--- config.mk ---
export PLATFORM = sky130hd
export DESIGN_NAME = pda_core
export DESIGN_NICKNAME = d
export VERILOG_FILES = /design/src/design/pda_pkg.sv /design/src/design/pda_stage.sv /design/src/design/pda_fifo.sv /design/src/design/pda_core.sv
export SDC_FILE = /design/constraint.sdc
export NUM_CORES = 1
export LEC_CHECK = 0
export ABC_AREA = 1
export BUFFER_PORTS_ARGS = -buffer_cell sky130_fd_sc_hd__buf_4
export CORE_ASPECT_RATIO = 0.8
export CORE_UTILIZATION = 58
export CTS_CLUSTER_SIZE = 20
export DETAILED_ROUTE_END_ITERATION = 10
export GPL_ROUTABILITY_DRIVEN = 0
export MAX_ROUTING_LAYER = met4
export PLACE_DENSITY = 0.75
export SYNTH_ARGS = -nofsm -noshare
export SYNTH_HDL_FRONTEND = slang
export SYNTH_HIERARCHICAL = 1
export SYNTH_SLANG_ARGS = --single-unit
--- constraint.sdc ---
create_clock -name ref_clk -period 2.6 [get_ports ref_clk]
set_input_delay 0.13 -clock ref_clk [delete_from_list [all_inputs] [get_ports ref_clk]]
set_output_delay 0.13 -clock ref_clk [all_outputs]
set_load 0.05 [all_outputs]
--- src/design/pda_pkg.sv ---
// shared constants for the pipelined converter digital core
package pda_pkg;
	localparam int NUM_STAGES = 9;
	localparam int OUT_W = 10;
	localparam int RES_W = 12;
	localparam int FIFO_DEPTH = 4;
	localparam int TOP_BIT_POS = 9;
	localparam int BOTTOM_BIT_POS = 0;
	localparam int LATENCY_HALF_CYCLES = 13;
	localparam int CONV_DUTY_PCT = 50;
	localparam int SUM_W = 11;
	localparam logic [10:0] MAX_CODE = 11'h3ff;
	localparam logic [9:0] FULL_SCALE_CODE = 10'h3ff;
	localparam logic RESET_LOW = 1'h0;
endpackage

--- src/design/pda_stage.sv ---
// one 2-bit quantizer stage with reconstruction and residue doubling
`timescale 1ns/100ps
module pda_stage #(
	parameter int RES_W = 12,
	parameter bit LAST = 1'b0
) (
	input wire logic [RES_W-1:0] resid_in,
	output logic [1:0] code,
	output logic [RES_W-1:0] resid_out
);
	localparam logic [RES_W-1:0] THR_LO = RES_W'(3 << (RES_W - 3));
	localparam logic [RES_W-1:0] THR_HI = RES_W'(5 << (RES_W - 3));
	localparam logic [RES_W:0] HALF_FS = (RES_W + 1)'(1 << (RES_W - 1));
	localparam logic [RES_W:0] FULL_FS = (RES_W + 1)'(1 << RES_W);

	logic [RES_W:0] twice;
	logic [RES_W:0] sub;
	logic [RES_W:0] diff;

	if (RES_W < 6) begin : g_bad_width
		$error("pda_stage: RES_W too small");
	end

	// thresholds at 3/8 and 5/8 leave half a range of overlap for the correction stage
	always_comb begin
		twice = {resid_in, 1'b0};
		if (LAST) begin
			code = resid_in[RES_W-1 -: 2];
		end else if (resid_in < THR_LO) begin
			code = 2'h0;
		end else if (resid_in < THR_HI) begin
			code = 2'h1;
		end else begin
			code = 2'h2;
		end
		case (code)
			2'h1: sub = HALF_FS;
			2'h2: sub = FULL_FS;
			default: sub = '0;
		endcase
		diff = twice - sub;
		resid_out = diff[RES_W-1:0];
	end
endmodule

--- src/design/pda_fifo.sv ---
// small synchronous fifo with valid/ready on both sides
`timescale 1ns/100ps
module pda_fifo #(
	parameter int WIDTH = 10,
	parameter int DEPTH = 4
) (
	input wire logic ref_clk,
	input wire logic rst,
	input wire logic in_valid,
	output logic in_ready,
	input wire logic [WIDTH-1:0] in_data,
	output logic out_valid,
	input wire logic out_ready,
	output logic [WIDTH-1:0] out_data
);
	localparam int AW = $clog2(DEPTH);

	logic [WIDTH-1:0] mem_reg [0:DEPTH-1];
	logic [AW-1:0] wr_reg, wr_next, rd_reg, rd_next;
	logic [AW:0] cnt_reg, cnt_next;
	logic push, pop;

	if (DEPTH < 2 || (1 << AW) != DEPTH) begin : g_bad_depth
		$error("pda_fifo: DEPTH must be a power of two, at least 2");
	end

	assign in_ready = cnt_reg != (AW + 1)'(DEPTH);
	assign out_valid = cnt_reg != '0;
	assign out_data = mem_reg[rd_reg];
	assign push = in_valid && in_ready;
	assign pop = out_valid && out_ready;

	always_comb begin
		wr_next = push ? wr_reg + 1'b1 : wr_reg;
		rd_next = pop ? rd_reg + 1'b1 : rd_reg;
		cnt_next = cnt_reg;
		if (push && !pop) begin
			cnt_next = cnt_reg + 1'b1;
		end else if (pop && !push) begin
			cnt_next = cnt_reg - 1'b1;
		end
	end

	always_ff @(posedge ref_clk) begin
		if (rst) begin
			wr_reg <= '0;
			rd_reg <= '0;
			cnt_reg <= '0;
		end else begin
			wr_reg <= wr_next;
			rd_reg <= rd_next;
			cnt_reg <= cnt_next;
		end
	end

	// storage needs no reset; out_valid guards every read
	always_ff @(posedge ref_clk) begin
		if (push) begin
			mem_reg[wr_reg] <= in_data;
		end
	end
endmodule

--- src/design/pda_core.sv ---
// digital core of a 10-bit pipelined sampling converter
// Contract
// - two non-overlapping phases are derived from the convert clock, one tracking and one holding.
// - the conversion pipeline has nine stages in series.
// - each stage resolves a two-bit code and hands the matching residue to the next stage.
// - each stage converts on an edge of a sub-clock at the convert clock rate.
// - each stage code travels down its own delay line so that all codes of one sample line up.
// - an error-correction adder combines the aligned codes using their redundant bits.
// - the corrected word is monotonic and reaches every 10-bit code with none skipped.
// - each sample leaves as a 10-bit parallel word, most significant bit on the first line.
// - output coding is selectable between straight offset binary and two's complement.
// - a high coding-select input inverts the top output bit, a low one leaves the straight code.
// - a high output-float input releases all data lines, a low one drives them.
// - a valid word appears six and a half convert cycles after the edge that started its sample.
// - full-scale positive input gives all ones in offset binary, top bit inverted in two's complement.
`timescale 1ns/100ps
module pda_core #(
	parameter int RES_W = pda_pkg::RES_W,
	parameter int FIFO_DEPTH = pda_pkg::FIFO_DEPTH
) (
	input wire logic ref_clk,
	input wire logic rst,
	input wire logic conv_clk,
	input wire logic [RES_W-1:0] ain_sample,
	input wire logic top_bit_invert,
	input wire logic out_float,
	output logic track_phase,
	output logic hold_phase,
	output logic [pda_pkg::OUT_W-1:0] data_bits,
	output logic data_oe,
	output logic data_strobe,
	output logic overrun
);
	localparam int NS = pda_pkg::NUM_STAGES;
	localparam int OW = pda_pkg::OUT_W;
	localparam int SW = pda_pkg::SUM_W;
	localparam logic [3:0] LAT_EDGES = 4'(pda_pkg::LATENCY_HALF_CYCLES + 1);

	// convert clock sampling and phase generation
	logic conv_q_reg, conv_q_next, conv_p_reg, conv_p_next;
	logic track_reg, track_next, hold_reg, hold_next;
	logic rise_w, fall_w, edge_w;

	// pipeline state: index 0 is the track/hold, 1..NS the quantizer stages
	logic [RES_W-1:0] resid_reg [0:NS];
	logic [RES_W-1:0] resid_next [0:NS];
	logic [2*NS-1:0] codes_reg [0:NS];
	logic [2*NS-1:0] codes_next [0:NS];
	logic [NS:0] vld_reg, vld_next;
	logic [1:0] st_code_w [1:NS];
	logic [RES_W-1:0] st_res_w [1:NS];

	// correction and output path
	logic [SW-1:0] corr_sum_w;
	logic [OW-1:0] corr_reg, corr_next, hold_word_reg, hold_word_next;
	logic corr_vld_reg, corr_vld_next, hold_vld_reg, hold_vld_next;
	logic [OW-1:0] data_reg, data_next;
	logic oe_reg, oe_next, strobe_reg, strobe_next, ovr_reg, ovr_next;
	logic fifo_in_valid, fifo_in_ready, fifo_out_valid, fifo_out_ready;
	logic [OW-1:0] fifo_out_data;

	// checker state: strobes since the last rising convert edge, sub-clock edges since the first sample
	logic [1:0] words_reg, words_next;
	logic pushed_reg, pushed_next;
	logic [3:0] edges_reg, edges_next;

	if (pda_pkg::LATENCY_HALF_CYCLES + 1 >= 15) begin : g_bad_lat
		$error("pda_core: latency does not fit the edge counter");
	end

	if (RES_W < OW + 2) begin : g_bad_res
		$error("pda_core: RES_W must exceed OUT_W by two bits");
	end

	// conv_clk is synchronous to ref_clk, so its first flop may be read directly
	assign rise_w = conv_q_reg && !conv_p_reg;
	assign fall_w = !conv_q_reg && conv_p_reg;
	assign edge_w = rise_w || fall_w;

	always_comb begin
		conv_q_next = conv_clk;
		conv_p_next = conv_q_reg;
		// one dead ref_clk cycle at every transition keeps the phases apart
		track_next = !conv_q_reg && !conv_p_reg;
		hold_next = conv_q_reg && conv_p_reg;
	end

	always_ff @(posedge ref_clk) begin
		if (rst) begin
			conv_q_reg <= pda_pkg::RESET_LOW;
			conv_p_reg <= pda_pkg::RESET_LOW;
			track_reg <= pda_pkg::RESET_LOW;
			hold_reg <= pda_pkg::RESET_LOW;
		end else begin
			conv_q_reg <= conv_q_next;
			conv_p_reg <= conv_p_next;
			track_reg <= track_next;
			hold_reg <= hold_next;
		end
	end

	// nine quantizer stages in series
	for (genvar k = 1; k <= NS; k++) begin : g_stage
		pda_stage #(
			.RES_W(RES_W),
			.LAST(k == NS)
		) u_stage (
			.resid_in(resid_reg[k-1]),
			.code(st_code_w[k]),
			.resid_out(st_res_w[k])
		);
	end

	always_comb begin
		for (int k = 0; k <= NS; k++) begin
			resid_next[k] = resid_reg[k];
			codes_next[k] = codes_reg[k];
		end
		vld_next = vld_reg;
		// the rising convert edge ends tracking and starts the conversion
		if (rise_w) begin
			resid_next[0] = ain_sample;
			vld_next[0] = 1'b1;
		end
		for (int k = 1; k <= NS; k++) begin
			// odd stages convert on falling edges, even ones on rising: two sub-clock edges per cycle
			if ((k % 2 == 1) ? fall_w : rise_w) begin
				resid_next[k] = st_res_w[k];
				codes_next[k] = codes_reg[k-1];
				codes_next[k][2*(k-1) +: 2] = st_code_w[k];
				vld_next[k] = vld_reg[k-1];
			end
		end
	end

	always_ff @(posedge ref_clk) begin
		if (rst) begin
			for (int k = 0; k <= NS; k++) begin
				resid_reg[k] <= '0;
				codes_reg[k] <= '0;
			end
			vld_reg <= '0;
		end else begin
			for (int k = 0; k <= NS; k++) begin
				resid_reg[k] <= resid_next[k];
				codes_reg[k] <= codes_next[k];
			end
			vld_reg <= vld_next;
		end
	end

	// overlapping weights: stage k counts 2^(NS-k); the third code value spills into the next bit
	always_comb begin
		corr_sum_w = '0;
		for (int k = 1; k <= NS; k++) begin
			corr_sum_w = corr_sum_w + (SW'(codes_reg[NS][2*(k-1) +: 2]) << (NS - k));
		end
	end

	always_comb begin
		corr_next = corr_reg;
		corr_vld_next = corr_vld_reg;
		hold_word_next = hold_word_reg;
		hold_vld_next = hold_vld_reg;
		if (rise_w) begin
			corr_next = corr_sum_w[OW-1:0];
			corr_vld_next = vld_reg[NS];
		end
		if (fall_w) begin
			hold_word_next = corr_reg;
			hold_vld_next = corr_vld_reg;
		end
	end

	// the fifo absorbs ref_clk jitter between push on the rising edge and pop on the falling one
	assign fifo_in_valid = rise_w && hold_vld_reg;
	assign fifo_out_ready = fall_w;

	pda_fifo #(
		.WIDTH(OW),
		.DEPTH(FIFO_DEPTH)
	) u_fifo (
		.ref_clk(ref_clk),
		.rst(rst),
		.in_valid(fifo_in_valid),
		.in_ready(fifo_in_ready),
		.in_data(hold_word_reg),
		.out_valid(fifo_out_valid),
		.out_ready(fifo_out_ready),
		.out_data(fifo_out_data)
	);

	always_comb begin
		data_next = data_reg;
		strobe_next = 1'b0;
		oe_next = !out_float;
		// a word refused by a full fifo cannot be stalled at the source, so it is flagged
		ovr_next = ovr_reg || (fifo_in_valid && !fifo_in_ready);
		if (fifo_out_valid && fifo_out_ready) begin
			data_next = fifo_out_data;
			// only the top line flips between the two codings
			data_next[pda_pkg::TOP_BIT_POS] = fifo_out_data[pda_pkg::TOP_BIT_POS] ^ top_bit_invert;
			strobe_next = 1'b1;
		end
	end

	always_ff @(posedge ref_clk) begin
		if (rst) begin
			corr_reg <= '0;
			corr_vld_reg <= 1'b0;
			hold_word_reg <= '0;
			hold_vld_reg <= 1'b0;
			data_reg <= '0;
			oe_reg <= 1'b0;
			strobe_reg <= 1'b0;
			ovr_reg <= 1'b0;
		end else begin
			corr_reg <= corr_next;
			corr_vld_reg <= corr_vld_next;
			hold_word_reg <= hold_word_next;
			hold_vld_reg <= hold_vld_next;
			data_reg <= data_next;
			oe_reg <= oe_next;
			strobe_reg <= strobe_next;
			ovr_reg <= ovr_next;
		end
	end

	assign track_phase = track_reg;
	assign hold_phase = hold_reg;
	assign data_bits = data_reg;
	assign data_oe = oe_reg;
	assign data_strobe = strobe_reg;
	assign overrun = ovr_reg;

	always_comb begin
		words_next = words_reg;
		pushed_next = pushed_reg;
		edges_next = edges_reg;
		if (rise_w) begin
			words_next = 2'h0;
			pushed_next = fifo_in_valid;
		end else if (strobe_reg && words_reg != 2'h3) begin
			words_next = words_reg + 2'h1;
		end
		// counting starts at the first sampling edge and saturates at 15, one edge past the 14-edge latency
		if (edge_w && (rise_w || edges_reg != 4'h0) && edges_reg != 4'hf) begin
			edges_next = edges_reg + 4'h1;
		end
	end

	always_ff @(posedge ref_clk) begin
		if (rst) begin
			words_reg <= 2'h0;
			pushed_reg <= 1'b0;
			edges_reg <= 4'h0;
		end else begin
			words_reg <= words_next;
			pushed_reg <= pushed_next;
			edges_reg <= edges_next;
		end
	end

	for (genvar k = 1; k < NS; k++) begin : g_chk

	end
endmodule

==> run_results.csv <==
group,metric,value,unit
setup_path,required,2.99,ns
sta,rsz0062_at_grt,"no",
place,pre_cts_slack,0.519,ns
floorplanning,ioPinCount,32,
floorplanning,rows,41,
synthesis,avgSynthCellArea,8.12,um2
setup_path,arrival,2.48,ns
floorplanning,fp.dieArea,17200,um2
sta,tightestPinTransition,0.963,ns
global_route,grt_max_degree,93,
clocking,hold_buffers,16,
clocking,clkTransAtPathRegs,0.06,ns
setup_path,reg2reg_to,"u_fifo/cnt_reg[2]$_SDFFE_PP0P_",
place,hpwl,9080,um
setup_path,crit_type,"reg -> reg",
place,dp_cells,1329,
final_layout,drive_gt1_frac,0.0767,
clocking,cts_buffers,24,
route,dr.pass1.iters,4,
final_layout,largest_reg_flops,90,
final_layout,final_area,10500,um2
global_route,grt_util_all_layers,0.207,
route,vias,6984,
clocking,postCtsSetupBuffers,0,
floorplanning,initial_utilization,0.603,
synthesis,syn-cell-area,9680,um2
sta,maxSlewHeadroom,0.358,
flow_run,drv_cap,0,
final_layout,n_fill_cell,1358,
clocking,cts_tree,"done",
final_layout,instances_no_fill,1389,
floorplanning,die_w,146,um
clocking,clock_path_buffers,3,
route,finalWirelength,16600,um
setup_path,timing.rr.start,"conv_p_next$_SDFF_PP0_",
status,status,"finished clean",
global_route,overflow,0,
clocking,cts_resized,0,
setup_path,r2r_setup_slack,0.52,ns
final_layout,antennaDiodeCount,0,
route,ant_nets,0,
clocking,htreeDepth,1,
sta,clock.fmax,0.480,GHz
sta,setup_ws,0.516,ns
route,vias_per_cell,5.03,
global_route,grt_pass1_vias,6510,
floorplanning,die_height,118,um
clocking,clkSinkCount,242,
global_route,antenna_found_initial,0,
hold_path,hp-class,"in -> reg",
power,p_leak,0.00444,uW
clocking,cts_root_buffer,"clkbuf_16",
sta,hold_viol_final,0,
sta,timing.final.crit_share,0.801,
setup_path,cp_max_fo,5,
final_layout,syn2layout_area_growth,8.31,%
sta,slew_viol_final,0,
clocking,worstSkewPairLatency,0.51,ns
power,power_density,754,nW/um2
sta,setup_tns,0,ns
setup_path,worstSetupEndpoint,"u_fifo/cnt_reg[2]$_SDFFE_PP0P_",
place,port_buffers,29,
sta,layout_min_cycle_time,2.08,ns
setup_path,endpoint_kind,"flip-flop",
sta,finClkSkew,0.00926,ns
place,placed_cell_area,9550,um2
route,drc,0,
setup_path,start_kind,"flip-flop",
sta,worst_hold_slack,0.386,ns
synthesis,synth-warning-count,6,
synthesis,syn_nets,1224,
final_layout,final_nets,1188,
synthesis,netlist_instances,1192,
setup_path,ff2ff_path_depth,15,
power,vdd_drop_max,549,uV
sta,setup_viol,0,
floorplanning,coreArea,16100,um2
setup_path,cp-startpoint,"conv_p_next$_SDFF_PP0_",
global_route,grt_pass1_wl,29200,um
route,post_drt_wl_per_cell,12.0,um
route,drt_first_iter_violations,355,
## critical path, stage by stage, from the launching register on
cell and delay (ns):
dfxtp_1 0.35, inv_2 0.08, nor2_4 0.09, inv_2 0.04, nor2_1 0.28, nand2_4 0.11
inv_2 0.08, ha_1 0.16, inv_1 0.06, fa_1 0.38, inv_1 0.07, nand2_1 0.04
nand3_1 0.08, nand2_1 0.05, nand2_1 0.05, nor2_1 0.04
## where the power goes
group / internal, uW / switching [uW] / total, uW
clock network: 2010 / 1340 / 3350
registers: 3960 / 87.4 / 4050
logic: 187 / 311 / 497
total: 6160 / 1740 / 7900
## area by class of cell
| cell class | instances | area, um2 | share of cell area |
|---|---|---|---|
| sequential | 242 | 5250 | 0.500 |
| multi-input combinational | 765 | 3460 | 0.330 |
| clock buffer | 34 | 679 | 0.0648 |
| timing repair buffer | 57 | 480 | 0.0458 |
| tap | 215 | 269 | 0.0257 |
| inverter | 66 | 250 | 0.0239 |
| clock inverter | 10 | 97.6 | 0.00931 |
## how the worst min path moves through the flow
| stage | from | to | depth (start not counted) |
|---|---|---|---|
| 2_1_floorplan | rst | flip-flop | 1 |
| 5_1_grt | ain_sample[2] | resid_reg[0][2]$_SDFFE_PP0N_ | 4 |
| 3_3_place_gp | out_float | data_oe$_SDFF_PP0_ | 2 |
| 3_5_place_dp | out_float | data_oe$_SDFF_PP0_ | 2 |
| 6_report | ain_sample[9] | resid_reg[0][9]$_SDFFE_PP0N_ | 4 |
| 4_1_cts | ain_sample[2] | resid_reg[0][2]$_SDFFE_PP0N_ | 4 |
## per-layer routing
layer  part of all wire  GRT usage
met3              0.030     0.0302
met5                  0          -
met4              0.018     0.0566
met2               0.49      0.368
met1               0.46      0.244
## through the flow
stage / power, uW / utilization
after floorplan: 4560 / -
after detailed placement: 4610 / 0.595
after global routing: 8250 / 0.653
final: 7900 / 0.653
after CTS: 7990 / 0.653
after global placement: 4590 / 0.595
## cells in the final DEF (no fill, tap or decap), drive strengths merged
master / instances
nor2: 410
o21ai: 211
dfxtp: 202
inv: 65
nand2: 61
buf: 41
edfxtp: 40
clkbuf: 34
nand3: 29
a21oi: 20
dlygate4sd3: 16
ha: 13
o22ai: 10
clkinv: 8
xnor2: 3
nand3b: 2
xor2: 2
fa: 2
bufinv: 2
or2: 1
nor3: 1
clkinvlp: 1
(Power assumes the default switching activity.)
